==> src/cfsb_pkg.sv <==
// package: field layout, frame constants and timing counts for the config and fault status bank
package cfsb_pkg;
  // serial frame: 2 address/mode bits, 22 data bits
  localparam int FRAME_BITS = 24;
  localparam int WORD_BITS = 22;
  localparam logic [1:0] ADDR_CW0 = 2'h0;
  localparam logic [1:0] ADDR_CW1 = 2'h1;
  localparam logic [1:0] ADDR_CW2 = 2'h2;
  localparam int CLR_BIT = 21;
  // third control word field positions
  localparam int F_OLT_LO = 0;
  localparam int F_LOCK = 4;
  localparam int F_REC = 5;
  localparam int F_PU = 6;
  localparam int F_TOUT = 7;
  localparam int F_RESET_THRESHOLD_SELECT_LOWER = 8;
  localparam int F_RESET_THRESHOLD_SELECT_UPPER = 9;
  localparam int F_IC_LO = 10;
  localparam int F_SLOPE = 18;
  localparam int F_RELSD = 19;
  localparam int F_REGULATOR_CURRENT_SUPERVISION_DISABLE = 20;
  // status word field positions
  localparam int S_OL_LO = 0;
  localparam int S_OC_LO = 5;
  localparam int S_SHT = 12;
  localparam int S_WU_LO = 13;
  localparam int S_EXTWU = 17;
  localparam int S_BUSWU = 18;
  localparam int S_COLD = 19;
  localparam logic [21:0] STATUS_RESET = 22'h000000;
  localparam logic [21:0] CTRL_RESET = 22'h000000;
  // wake filter codes
  localparam logic [1:0] WF_STATIC = 2'h0;
  localparam logic [1:0] WF_T2_SHORT = 2'h1;
  localparam logic [1:0] WF_T2_LONG = 2'h2;
  localparam logic [1:0] WF_T1_LONG = 2'h3;
  // timing at the 25 MHz clock
  localparam int CLK_MHZ = 25;
  localparam int FILT_STATIC_US = 64;
  localparam int FILT_CYCLIC_US = 16;
  localparam int DELAY_SHORT_US = 80;
  localparam int DELAY_LONG_US = 800;
  localparam int FILT_STATIC_CYC = FILT_STATIC_US * CLK_MHZ;
  localparam int FILT_CYCLIC_CYC = FILT_CYCLIC_US * CLK_MHZ;
  localparam int DELAY_SHORT_CYC = DELAY_SHORT_US * CLK_MHZ;
  localparam int DELAY_LONG_CYC = DELAY_LONG_US * CLK_MHZ;
  localparam int CNT_W = 16;
endpackage

==> src/cfsb_wake_if.sv <==
// interface: wake input filter control and result
`timescale 1ns/10ps
interface cfsb_wake_if;
  logic [7:0] filt_cfg; // two code bits per wake input
  logic [3:0] cycle_start; // sensing cycle start pulse per input
  logic [3:0] raw; // synchronised wake levels
  logic [3:0] filtered; // filtered wake levels
  modport ctrl (output filt_cfg, output cycle_start, output raw, input filtered);
  modport filt (input filt_cfg, input cycle_start, input raw, output filtered);
endinterface

==> src/cfsb_wake_filter.sv <==
// module: per-input wake filter with static and cyclic sensing
`timescale 1ns/10ps
module cfsb_wake_filter
  import cfsb_pkg::*;
(
  input wire logic clock_in,
  input wire logic sys_rst_in,
  cfsb_wake_if.filt wk
);
  genvar g;
  generate
    for (g = 0; g < 4; g++) begin : gen_wu
      logic [1:0] code;
      logic [CNT_W-1:0] delay_r; // cycles left before filter arms
      logic [CNT_W-1:0] stab_r; // cycles of steady differing level
      logic [CNT_W-1:0] need; // required stable cycles
      logic out_r;
      assign code = wk.filt_cfg[2*g +: 2];
      // static 64 us, cyclic 16 us
      assign need = (code == WF_STATIC) ? CNT_W'(FILT_STATIC_CYC) : CNT_W'(FILT_CYCLIC_CYC);
      // -------------------------------------------------------
      // arm delay after cycle start: 80 us or 800 us
      // -------------------------------------------------------
      always_ff @(posedge clock_in) begin
        if (sys_rst_in) begin
          delay_r <= '0;
        end else if (wk.cycle_start[g] && code != WF_STATIC) begin
          if (code == WF_T2_SHORT) begin
            delay_r <= CNT_W'(DELAY_SHORT_CYC);
          end else begin // timer 2 or timer 1 long delay
            delay_r <= CNT_W'(DELAY_LONG_CYC);
          end
        end else if (delay_r != '0) begin
          delay_r <= delay_r - 1'b1;
        end
      end
      // -------------------------------------------------------
      // stability counter; only runs once armed
      // -------------------------------------------------------
      always_ff @(posedge clock_in) begin
        if (sys_rst_in) begin
          stab_r <= '0;
          out_r <= 1'b0;
        end else if (delay_r != '0 || wk.raw[g] == out_r) begin
          stab_r <= '0;
        end else if (stab_r + 1'b1 >= need) begin
          out_r <= wk.raw[g]; // level held long enough
          stab_r <= '0;
        end else begin
          stab_r <= stab_r + 1'b1;
        end
      end
      assign wk.filtered[g] = out_r;
    end
  endgenerate
endmodule

==> src/cfsb_bank.sv <==
// module: serial-reached configuration decode and diagnostic status word
`timescale 1ns/10ps
module cfsb_bank
  import cfsb_pkg::*;
(
  input wire logic clock_in,
  input wire logic sys_rst_in,
  input wire logic spi_cs_n_in,
  input wire logic spi_clk_in,
  input wire logic spi_di_in,
  output logic spi_do_out,
  input wire logic [3:0] small_highside_openload_in,
  input wire logic main_highside_openload_in,
  input wire logic [3:0] small_highside_overcurrent_in,
  input wire logic main_highside_overcurrent_in,
  input wire logic [1:0] relay_overcurrent_in,
  input wire logic second_regulator_short_in,
  input wire logic [3:0] wake_input_in,
  input wire logic [3:0] wake_cycle_start_in,
  input wire logic external_pin_wake_in,
  input wire logic bus_wake_in,
  input wire logic supply_fault_in,
  output logic [3:0] openload_threshold_high_out,
  output logic main_highside_recovery_out,
  output logic bus_master_pullup_off_out,
  output logic transmit_timeout_off_out,
  output logic [1:0] reset_threshold_out,
  output logic bus_slew_low_out,
  output logic regulator_supervision_on_out,
  output logic outputs_enable_out,
  output logic relay_drivers_enable_out,
  output logic status_clear_out,
  output logic [21:0] status_word_out
);
  // -----------------------------------------------------------
  // input synchronisers: two flops before any logic
  // -----------------------------------------------------------
  logic [2:0] sp_m_r; // first stage: cs_n, clk, di
  logic [2:0] sp_s_r; // second stage
  logic [19:0] ev_m_r; // first stage of fault and wake inputs
  logic [19:0] ev_s_r; // second stage
  logic sclk_d_r; // previous synced serial clock, for edges
  // limitation: each serial level needs two sync flops and a detect cycle,
  // so the serial clock must stay at or below an eighth of the system clock;
  // faster hosts would see merged or missed edges
  always_ff @(posedge clock_in) begin
    if (sys_rst_in) begin
      sp_m_r <= 3'h1;
      sp_s_r <= 3'h1;
      ev_m_r <= 20'h00000;
      ev_s_r <= 20'h00000;
      sclk_d_r <= 1'b0;
    end else begin
      sp_m_r <= {spi_di_in, spi_clk_in, spi_cs_n_in};
      sp_s_r <= sp_m_r;
      ev_m_r <= {supply_fault_in, bus_wake_in, external_pin_wake_in, wake_input_in,
                 second_regulator_short_in, relay_overcurrent_in,
                 main_highside_overcurrent_in, small_highside_overcurrent_in,
                 main_highside_openload_in, small_highside_openload_in};
      ev_s_r <= ev_m_r;
      sclk_d_r <= sp_s_r[1];
    end
  end
  logic cs_n;
  logic sclk_rise;
  logic sclk_fall;
  logic sdi;
  logic supply_fault;
  assign cs_n = sp_s_r[0];
  assign sdi = sp_s_r[2];
  assign sclk_rise = sp_s_r[1] && !sclk_d_r;
  assign sclk_fall = !sp_s_r[1] && sclk_d_r;
  assign supply_fault = ev_s_r[19];
  // -----------------------------------------------------------
  // serial frame tracking
  // -----------------------------------------------------------
  logic cs_n_d_r; // previous chip select, frame edges
  logic [FRAME_BITS-1:0] shin_r; // bits received so far
  logic [4:0] bitcnt_r; // rising edges seen in frame
  logic [WORD_BITS-1:0] shout_r; // status bits left to send
  logic do_r; // serial data out flop
  logic frame_start;
  logic frame_end;
  logic [1:0] frame_addr;
  assign frame_start = cs_n_d_r && !cs_n;
  assign frame_end = !cs_n_d_r && cs_n;
  assign frame_addr = shin_r[FRAME_BITS-1 -: 2];
  always_ff @(posedge clock_in) begin
    if (sys_rst_in) begin
      cs_n_d_r <= 1'b1;
    end else begin
      cs_n_d_r <= cs_n;
    end
  end
  // -----------------------------------------------------------
  // receive shifter: msb first, sampled on rising clock edge
  // -----------------------------------------------------------
  always_ff @(posedge clock_in) begin
    if (sys_rst_in) begin
      shin_r <= '0;
      bitcnt_r <= 5'h00;
    end else if (frame_start) begin
      shin_r <= '0;
      bitcnt_r <= 5'h00;
    end else if (!cs_n && sclk_rise) begin
      // the counter saturates, so an overlong frame never looks complete
      shin_r <= {shin_r[FRAME_BITS-2:0], sdi};
      if (bitcnt_r != 5'h1F) begin
        bitcnt_r <= bitcnt_r + 5'h01;
      end
    end
  end
  // -----------------------------------------------------------
  // status word storage
  // -----------------------------------------------------------
  logic [21:0] status_r; // assembled diagnostic status word
  logic [21:0] stat_snap_r; // snapshot sent during a frame
  logic valid_frame; // full frame completed
  logic clr_cmd; // clear command seen at frame end
  logic cold_pend_r; // power-on event still to be latched
  assign valid_frame = frame_end && (bitcnt_r == 5'(FRAME_BITS));
  // address 1 bit 21 carries the clear command
  assign clr_cmd = valid_frame && (frame_addr == ADDR_CW1) && shin_r[CLR_BIT];
  // -----------------------------------------------------------
  // transmit: status word out when address selects word 0 or 2
  // -----------------------------------------------------------
  // the address bits arrive first, so the status is loaded once both
  // are seen and shifted on the following falling edges
  always_ff @(posedge clock_in) begin
    if (sys_rst_in) begin
      shout_r <= '0;
      do_r <= 1'b0;
    end else if (frame_start) begin
      shout_r <= '0;
      do_r <= 1'b0;
    end else if (!cs_n && sclk_fall) begin
      if (bitcnt_r == 5'h02 &&
          (shin_r[1:0] == ADDR_CW0 || shin_r[1:0] == ADDR_CW2)) begin
        do_r <= stat_snap_r[WORD_BITS-1];
        shout_r <= {stat_snap_r[WORD_BITS-2:0], 1'b0};
      end else begin
        do_r <= shout_r[WORD_BITS-1];
        shout_r <= {shout_r[WORD_BITS-2:0], 1'b0};
      end
    end
  end
  // snapshot at frame start so a frame reads one consistent word
  always_ff @(posedge clock_in) begin
    if (sys_rst_in) begin
      stat_snap_r <= STATUS_RESET;
    end else if (frame_start) begin
      stat_snap_r <= status_r;
    end
  end
  // -----------------------------------------------------------
  // configuration word: written by a full frame to word 2
  // -----------------------------------------------------------
  // a short or overlong frame never reaches the configuration word
  logic [21:0] ctrl_r;
  always_ff @(posedge clock_in) begin
    if (sys_rst_in) begin
      ctrl_r <= CTRL_RESET;
    end else if (valid_frame && frame_addr == ADDR_CW2) begin
      ctrl_r <= shin_r[WORD_BITS-1:0];
    end
  end
  // -----------------------------------------------------------
  // wake filter instance
  // -----------------------------------------------------------
  cfsb_wake_if wk ();
  assign wk.filt_cfg = ctrl_r[F_IC_LO +: 8];
  assign wk.cycle_start = wake_cycle_start_in; // on-chip timer pulse, same clock
  assign wk.raw = ev_s_r[16:13];
  cfsb_wake_filter u_filt (
    .clock_in(clock_in),
    .sys_rst_in(sys_rst_in),
    .wk(wk)
  );
  // -----------------------------------------------------------
  // status flags: sticky faults, live wakes, power-on flag
  // -----------------------------------------------------------
  // each group of the word has its own flops, so no bit has two writers
  logic [12:0] fault_flags_r; // open-load, over-current, regulator short
  logic [5:0] wake_flags_r; // filtered wakes, pin and bus wake sources
  logic cold_flag_r; // power-on flag
  // reserved bits stay low; the word is rebuilt from the groups
  assign status_r = {2'h0, cold_flag_r, wake_flags_r, fault_flags_r};
  // set beats clear, so a fault in the clear cycle is kept
  always_ff @(posedge clock_in) begin
    if (sys_rst_in) begin
      fault_flags_r <= 13'h0000;
    end else begin
      fault_flags_r[S_OL_LO +: 5] <= (clr_cmd ? 5'h00 : fault_flags_r[S_OL_LO +: 5])
                                   | ev_s_r[4:0];
      fault_flags_r[S_OC_LO +: 7] <= (clr_cmd ? 7'h00 : fault_flags_r[S_OC_LO +: 7])
                                   | ev_s_r[11:5];
      fault_flags_r[S_SHT] <= (!clr_cmd && fault_flags_r[S_SHT]) | ev_s_r[12];
    end
  end
  // wakes 13..16 follow the filter live; the two wake sources are sticky
  always_ff @(posedge clock_in) begin
    if (sys_rst_in) begin
      wake_flags_r <= 6'h00;
    end else begin
      wake_flags_r[3:0] <= wk.filtered;
      wake_flags_r[S_EXTWU - S_WU_LO] <= (!clr_cmd && wake_flags_r[S_EXTWU - S_WU_LO])
                                         | ev_s_r[17];
      wake_flags_r[S_BUSWU - S_WU_LO] <= (!clr_cmd && wake_flags_r[S_BUSWU - S_WU_LO])
                                         | ev_s_r[18];
    end
  end
  // power-on flag: reset is the power-on event; latched one cycle after
  always_ff @(posedge clock_in) begin
    if (sys_rst_in) begin
      cold_pend_r <= 1'b1;
      cold_flag_r <= 1'b0;
    end else begin
      cold_pend_r <= 1'b0;
      if (cold_pend_r) begin
        cold_flag_r <= 1'b1;
      end else if (frame_end || clr_cmd) begin
        cold_flag_r <= 1'b0;
      end
    end
  end
  // -----------------------------------------------------------
  // supply fault lockout
  // -----------------------------------------------------------
  // the supply fault bits themselves live in the second status word,
  // outside this bank; here only the latch that holds outputs off
  logic lockout_r;
  // a fault still present when the clear arrives latches again at once,
  // so outputs only come back once the supply is really good
  always_ff @(posedge clock_in) begin
    if (sys_rst_in) begin
      lockout_r <= 1'b0;
    end else if (supply_fault && ctrl_r[F_LOCK]) begin
      lockout_r <= 1'b1;
    end else if (clr_cmd) begin
      lockout_r <= 1'b0;
    end else if (!ctrl_r[F_LOCK]) begin
      lockout_r <= 1'b0;
    end
  end
  // -----------------------------------------------------------
  // registered outputs
  // -----------------------------------------------------------
  // every output comes from a flop, so decode never glitches a pin
  always_ff @(posedge clock_in) begin
    if (sys_rst_in) begin
      openload_threshold_high_out <= 4'h0;
      main_highside_recovery_out <= 1'b0;
      bus_master_pullup_off_out <= 1'b0;
      transmit_timeout_off_out <= 1'b0;
      reset_threshold_out <= 2'h0;
      bus_slew_low_out <= 1'b0;
      regulator_supervision_on_out <= 1'b1;
      outputs_enable_out <= 1'b1;
      relay_drivers_enable_out <= 1'b1;
      status_clear_out <= 1'b0;
      status_word_out <= STATUS_RESET;
      spi_do_out <= 1'b0;
    end else begin
      openload_threshold_high_out <= ctrl_r[F_OLT_LO +: 4]; // 1 = 8mA, 0 = 2mA
      main_highside_recovery_out <= ctrl_r[F_REC];
      bus_master_pullup_off_out <= ctrl_r[F_PU];
      transmit_timeout_off_out <= ctrl_r[F_TOUT];
      // reserved upper code is forced to the 4.35V/4.65V pair
      reset_threshold_out <= {1'b0, ctrl_r[F_RESET_THRESHOLD_SELECT_LOWER]};
      bus_slew_low_out <= ctrl_r[F_SLOPE];
      regulator_supervision_on_out <= !ctrl_r[F_REGULATOR_CURRENT_SUPERVISION_DISABLE];
      // outputs off during fault or while locked
      outputs_enable_out <= !supply_fault && !lockout_r;
      relay_drivers_enable_out <= ctrl_r[F_RELSD] || !supply_fault;
      status_clear_out <= clr_cmd;
      status_word_out <= status_r;
      spi_do_out <= do_r;
    end
  end
endmodule

==> config.mk <==
export PLATFORM = sky130hd
export DESIGN_NAME = cfsb_bank
export DESIGN_NICKNAME = d
export VERILOG_FILES = /design/src/cfsb_pkg.sv /design/src/cfsb_wake_if.sv /design/src/cfsb_wake_filter.sv /design/src/cfsb_bank.sv
export SDC_FILE = /design/constraint.sdc
export NUM_CORES = 1
export LEC_CHECK = 0
export BUFFER_PORTS_ARGS = -buffer_cell sky130_fd_sc_hd__buf_2
export CORE_ASPECT_RATIO = 1.25
export CORE_UTILIZATION = 45
export DETAILED_ROUTE_END_ITERATION = 8
export PLACE_DENSITY_LB_ADDON = 0.12
export SKIP_CTS_REPAIR_TIMING = 1
export SYNTH_ARGS = -nofsm -noshare
export SYNTH_HDL_FRONTEND = slang
export SYNTH_SLANG_ARGS = --single-unit
==> constraint.sdc <==
create_clock -name clock_in -period 5.2 [get_ports clock_in]
set_clock_uncertainty 0.05 [all_clocks]
set_input_delay 1.04 -clock clock_in [delete_from_list [all_inputs] [get_ports clock_in]]
set_output_delay 1.04 -clock clock_in [all_outputs]
set_load 0.02 [all_outputs]
==> results of run 1 <==
==> through the flow <==
stage / power [W] / utilization / cell area [sq um] / std cells
4_1_cts: 0.006903 / 0.5283 / 14740 / 1813
3_3_place_gp: 0.004263 / 0.4847 / 13530 / 1751
6_report: 0.006808 / 0.5283 / 14740 / 1813
2_1_floorplan: 0.004058 / - / 12980 / 1394
5_1_grt: 0.007202 / 0.5283 / 14740 / 1813
3_5_place_dp: 0.004290 / 0.4847 / 13530 / 1751
==> critical path: cells and delay by family (launching register included) <==
kind / cells / cell delay, ps
AOI/OAI and AO/OA: 3 / 1090
xor gates and xnor gates: 1 / 210
and+or+nand+nor: 6 / 1340
DFF: 1 / 380
adders and majority gates: 2 / 520
==> cell usage in the layout, fill, tap and decap left out, types with 39 or more instances in the layout <==
cell,count
a21oi_1,93
buf_2,61
dfxtp_1,327
mux2i_1,44
nand2_1,135
nand3_1,39
nor2_1,157
nor2b_1,100
xnor2_1,51
xor2_1,46
==> report_power, final <==
part	total [W]	switching, W	internal [W]
Combinational	0.00132	0.000724	0.000593
Sequential	0.00291	0.000184	0.00273
Clock	0.00258	0.000996	0.00158
==> synthesized netlist by cell type, types with 3 or more instances <==
cell type  instances  area (sq um)
dfxtp_1          327          6546
nor2_1           158         593.1
nand2_1          135         506.7
nor2b_1          100         625.6
a21oi_1           93         465.5
xnor2_1           51         446.7
clkbuf_1          46         172.7
xor2_1            46         402.9
mux2i_1           44         440.4
nand3_1           39         195.2
ha_1              38         475.5
inv_1             27         101.4
nor3_1            26         130.1
a211oi_1          22         165.2
nand4_1           22         137.6
nor4_1            22         137.6
o22a_1            20         175.2
and3_1            12         75.07
nand2b_1          12         75.07
or2_2             10         62.56
or3_1             10         62.56
o21ai_0            9         45.04
a21o_1             6         45.04
buf_2              6         30.03
or4_1              6         45.04
and2_1             5         31.28
nand3b_1           5         37.54
a221o_1            4         40.04
and4_1             4         35.03
buf_4              4         30.03
mux2_2             4         45.04
nor3b_1            4         30.03
a311oi_1           3         26.28
a31oi_1            3         18.77
buf_1              3         11.26
nand4b_1           3         26.28
nor2b_2            3         26.28
o2111ai_1          3         26.28
==> final cells by class <==
type	count	area share
flip-flops and latches	327	0.4440
multi-input cells	979	0.4123
clock buffers	46	0.06628
well taps	350	0.02970
repair buffers	68	0.02452
clock inverters	16	0.01629
inverters	27	0.006874
==> worst paths after layout <==
| path | start | endpoint | cells after the start |
|---|---|---|---|
| worst min-delay path | sp_m_r[0] | sp_s_r[0] | 1 |
| worst max register to register | u_filt.gen_wu[0].stab_r[0] | u_filt.gen_wu[0].stab_r[5] | 12 |
| worst min register to register | sp_m_r[0] | sp_s_r[0] | 1 |
| worst max-delay path | u_filt.gen_wu[0].stab_r[0] | u_filt.gen_wu[0].stab_r[5] | 12 |
==> metal layers <==
metal,vias to the layer above,global-route usage
met5,-,0
met4,0,0.04923
met3,29,0.02993
met2,109,0.2915
met1,4213,0.2118
li1,4796,-
==> registers in the layout, summed over array words and instances (netlist names), 5 cells and up <==
signal,flops
bitcnt_r,5
ctrl_r,20
ev_m_r,20
ev_s_r,20
fault_flags_r,13
shin_r,24
shout_r,21
stat_snap_r,20
status_word_out,20
u_filt.gen_wu.delay_r,64
u_filt.gen_wu.stab_r,64
wake_flags_r,6
==> kinds of logic after synthesis <==
family	after synthesis
multiplexers	48
other	1
AO/OA/AOI/OAI	184
adder cells (fa/ha/maj)	38
XOR/XNOR	97
flip-flops	327
buffers and inverters	88
AND/OR/NAND/NOR	589
==> results.md, run 1 <==
* Row count at between 60 and 70
* RSZ-0062 raised after global routing: no
* Dpl ws at 1481 ps
* Critical path launch point type: flip-flop
* Synth unique cells at 67
* Met1 WL at between 10000 and 15000 um
* Final Max Slew Viols at 0
* Adder-Cell Fraction of Synth Area at 0.03686
* CP max stage cell: a2111oi_1
* Tightest Pin Transition at between 1000 and 1500 ps
* F_max at around 270 MHz
* Max Fanout on Critical Path at 11
* DR WL met3 at 735 um
* #FFs+latches synth at ~330
* Ys Warns at 0
* Final Critical Period at ~3700 ps
* Final hold slack at around 360 ps
* Fin crit share at 0.7085
* First drt pass iteration count at 5
* Drt total wl at 24300 um
* Clock slew at reported path FFs at around 60 ps
* Sequential cell area fraction in the yosys report at 0.5076
* CTS tree: done
* Crit-path cells: ha_1 > nand2_1 > nor2_1 > nand3_1 > nor2_1 > xor2_1 > ha_1 > and3_1 > a221o_1 > a2111oi_1 > nand4_1 > a21oi_1
* Die Ht at between 150 and 200 um
* Initial Util at 0.4622
* Post-synth EDFFs at 0
* Die width at between 150 and 200 um
* DR WL/cell at 13.40 um
* Syn_area_per_cell at roughly 9.4 sq um
* Count of input and output buffers at 62
* Peak supply drop at 0.3161 mV
* Endpoints failing setup at 0
* Ant diodes at 0
* Prevailing post-synth register cell: dfxtp_1
* GR Util All Layers at 0.1677
* Clock root buffer: clkbuf_16
* CP required at between 5000 and 6000 ps
* Total gr overflow at 0
* Total CTS buffers at 34
* DR WL met2 at around 11000 um
* Xor and xnor fraction of the mapped netlist area at 0.06587
* Clock latency at the later pin of the worst-skew pair at 510 ps
* Final nets at approximately 1500
* Via density at a little over 5
* CP peak stage delay at ~520 ps
* RD Place Congestion at between 0.8 and 0.9
* Worst Slack Setup Final at ~1500 ps
* CTS sink count at between 300 and 400
* R2R Setup Slk at ~1500 ps
* Max_cap viols at 0
* Power Dens Cells at 461.7 nW/um^2
* Number of fill cells at 2585
* Status: completed
* Top layer in use: met4
* Layout area overhead at 14.32%
* Htree depth at 2
* Asr flop ratio synth at 0
* Largest net degree at the start of global routing at 82
* Hold Crit Class: flip-flop to flip-flop
* Routed Antenna Nets at 0
* Area of the core at about 28000 sq um
* Crit end category: flip-flop
* Compound-gate portion of the synthesized area at 0.09245
* Proportion of layout cells with a drive suffix above 1 at 0.1087
* Mapped Area at between 10000 and 15000 sq um
* Area taken by multi-input logic gates at ~6100 sq um
* Remaining DRCs at 0
* Initial antenna violation count at 0
* Mapped Cells at between 1000 and 1500
* Simple-Gate Fraction of Synth Area at 0.2308
* Die ar. at between 20000 and 30000 sq um
* Ports at 66
* Hold Vio Cnt, Final at 0
* Max Root-Sink Buffers at 3
* First-pass GRT wire length at ~40000 um
* Initial DRC Count at 342
* Largest family of logic cells by synthesized area: simple AND/OR/NAND/NOR gates
* Worst setup path class: flip-flop to flip-flop
* Mux share of post-synthesis cell area at 0.03764
* FF/Latch Area at 6546 sq um
* Slew headroom at 0.3000
* Post-DP HPWL at 16200 um
* Post-Route Setup TNS at 0 ps
* Via count at 9147
* Number of global-route vias before repair at about 8700
* CP arrival at approximately 4100 ps
* Leakage at around 5.8 nW
Power figures use the tool's default switching activity.
==> run 2, diff against run 1 <==
Clock period 5.2 ns to 3.58 ns, I/O delays scaled along.
==> run 2 against run 1 <==
Sequential share of layout area decreased by 0.36 points. Sequential power increased by 45%. Flip-flop and latch count unchanged. Final area increased by 0.81%. Largest power group unchanged. Highest routed layer unchanged.
==> results.md, run 2 (synthesis gave the netlist of run 1 again) <==
* Final Max Slew Viols at 0 (unchanged)
* Via count at 9194 (+0.51%)
* Crit-path cells: ha_1 > nand2_1 > nor2_2 > nand3_1 > nor2_1 > xor2_1 > ha_1 > and3_1 > a221o_1 > a2111oi_2 > nand3_1 > a221o_1
* R2R depth at 12 (unchanged)
* Worst Slack Setup Final at 347.9 ps (-1168 ps)
* Drt total wl at 24320 um (+0.11%)
* CP peak stage delay at 430 ps (-90 ps)
* Clock slew at reported path FFs at 60 ps (about the same)
* Final nets at 1513 (+0.60%)
* Post-route cell area at 14860 sq um (+0.81%)
* First drt pass iteration count at 4 (-1)
* Power Dens Cells at 674.6 nW/um^2 (+46%)
* Initial Util at 0.4622 (unchanged)
* Remaining DRCs at 0 (unchanged)
* Post-Route Setup TNS at 0 ps (unchanged)
* Initial antenna violation count at 0 (unchanged)
* Max Fanout on Critical Path at 4 (-7)
* Clock latency at the later pin of the worst-skew pair at 510 ps (about the same)
* GR Util All Layers at 0.1679 (+0.0002057)
* Peak supply drop at 0.4040 mV (+28%)
* Leakage at 5.893 nW (+1.5%)
* Via density at 5.046 (about the same)
* Tightest Pin Transition at 944.3 ps (-105.7 ps)
* Worst setup path class: flip-flop to flip-flop
* Final Critical Period at 3232 ps (-452.0 ps)
* Hold Crit Class: input pin to flip-flop
* Buf+Inv Stages, Crit Path at 0 (unchanged)
* Initial DRC Count at 451 (+32%)
* Die Ht at 191.3 um (unchanged)
* Slew headroom at 0.3698 (+0.06981)
* Worst reg2reg startpoint: u_filt.gen_wu[0].stab_r[0]
* Htree depth at 2 (unchanged)
* Largest net degree at the start of global routing at 70 (-15%)
* First-pass GRT wire length at 41010 um (about the same)
* Hold Vio Cnt, Final at 0 (unchanged)
* Ports at 66 (unchanged)
* Max_cap viols at 0 (unchanged)
* Row count at 68 (unchanged)
* Endpoints failing setup at 0 (unchanged)
* Max Root-Sink Buffers at 3 (unchanged)
* RD Place Congestion at 0.8182 (+1.7%)
* Ant diodes at 0 (unchanged)
* Count of input and output buffers at 62 (unchanged)
* Proportion of layout cells with a drive suffix above 1 at 0.1175 (+0.008846)
* Dpl ws at 174.4 ps (-1306 ps)
* Levels on crit path at 12 (unchanged)
* Die ar. at 29350 sq um (unchanged)
* Crit end category: flip-flop
* Pwr Total at 0.01003 W (+47%)
* CP required at 3930 ps (-1650 ps)
* Hold path depth at 2 (+1)
* F_max at 309.4 MHz (+14%)
* HP Start: spi_cs_n_in
* Clock root buffer: clkbuf_16
* Fin crit share at 0.9028 (+0.1943)
* CTS sink count at 327 (unchanged)
* Critical path launch point type: flip-flop
* Area of the core at 27910 sq um (unchanged)
* CP top delay family: compound AO/OA/AOI/OAI gates
* CP arrival at 3590 ps (-470 ps)
* Status: completed
* Total CTS buffers at 35 (+2.9%)
* Total gr overflow at 0 (unchanged)
* RSZ-0062 raised after global routing: no
* CP max stage cell: a2111oi_2
* Layout area overhead at 15.24%
* Biggest regs: u_filt.gen_wu.delay_r x64, u_filt.gen_wu.stab_r x64, shin_r x24
* Commonest cells after routing, fill and taps aside: dfxtp_1, nor2_1, nand2_1
* Post-DP HPWL at 16450 um (+1.6%)
* Routed Antenna Nets at 0 (unchanged)
* Area post-placement at 13600 sq um (+0.52%)
* Die width at 153.4 um (unchanged)
* DR WL/cell at 13.35 um (-0.39%)
* Commonest non-fill, non-tap cell in the layout: dfxtp_1
* CTS tree: done
* Number of global-route vias before repair at 8663 (-0.90%)
* Worst Setup SP: u_filt.gen_wu[0].stab_r[0]
## run 2: layout make-up
| type | count | area (sq um) |
|---|---|---|
| clock inverters | 18 | 244.0 |
| repair buffers | 76 | 434.2 |
| clock buffers | 45 | 1015 |
| multi-input cells | 979 | 6085 |
| well taps | 350 | 437.9 |
| flip-flops and latches | 327 | 6546 |
| fillers | 2609 | 13040 |
| inverters | 27 | 101.3 |
## run 2: stage by stage
step | hold slack (ps) | utilization | cells
final | 360.5 | 0.5326 | 1822
after global routing | 343.7 | 0.5326 | 1822
after CTS | 336.9 | 0.5323 | 1822
after detailed placement | 360.3 | 0.4872 | 1759
after global placement | 364.0 | 0.4872 | 1759
after floorplan | 319.7 | - | 1394
## run 2: report_power, final
part / internal [W] / total (W) / switching [W] / leakage, nW
Sequential: 0.00397 / 0.00423 / 0.000268 / 2.67
Clock: 0.00238 / 0.00383 / 0.00146 / 0.624
Combinational: 0.000880 / 0.00196 / 0.00108 / 2.60
Total: 0.00722 / 0.0100 / 0.00280 / 5.89
## run 2: worst paths after layout
path / to / slack [ps]
worst max-delay path: u_filt.gen_wu[0].out_r / 350
worst min-delay path: sp_m_r[0] / 360
worst max register to register: u_filt.gen_wu[0].out_r / 350
worst min register to register: ev_s_r[12] / 380
## run 2: worst register-to-register path: cells and delay by family, from the launching register on
family,cells,cell delay (ps)
AO/OA/AOI/OAI,3,1090
AND/OR/NAND/NOR,6,870
flip-flops,1,370
adder cells (fa/ha/maj),2,520
XOR/XNOR,1,220
## run 2: metal layers
layer  vias to the layer above  GRT usage  wire [um]
met5                         -          0          0
met4                         0    0.05000        467
met3                        38    0.02925        769
met2                       113     0.2931      11600
met1                      4226     0.2113      11480
li1                       4817          -          -
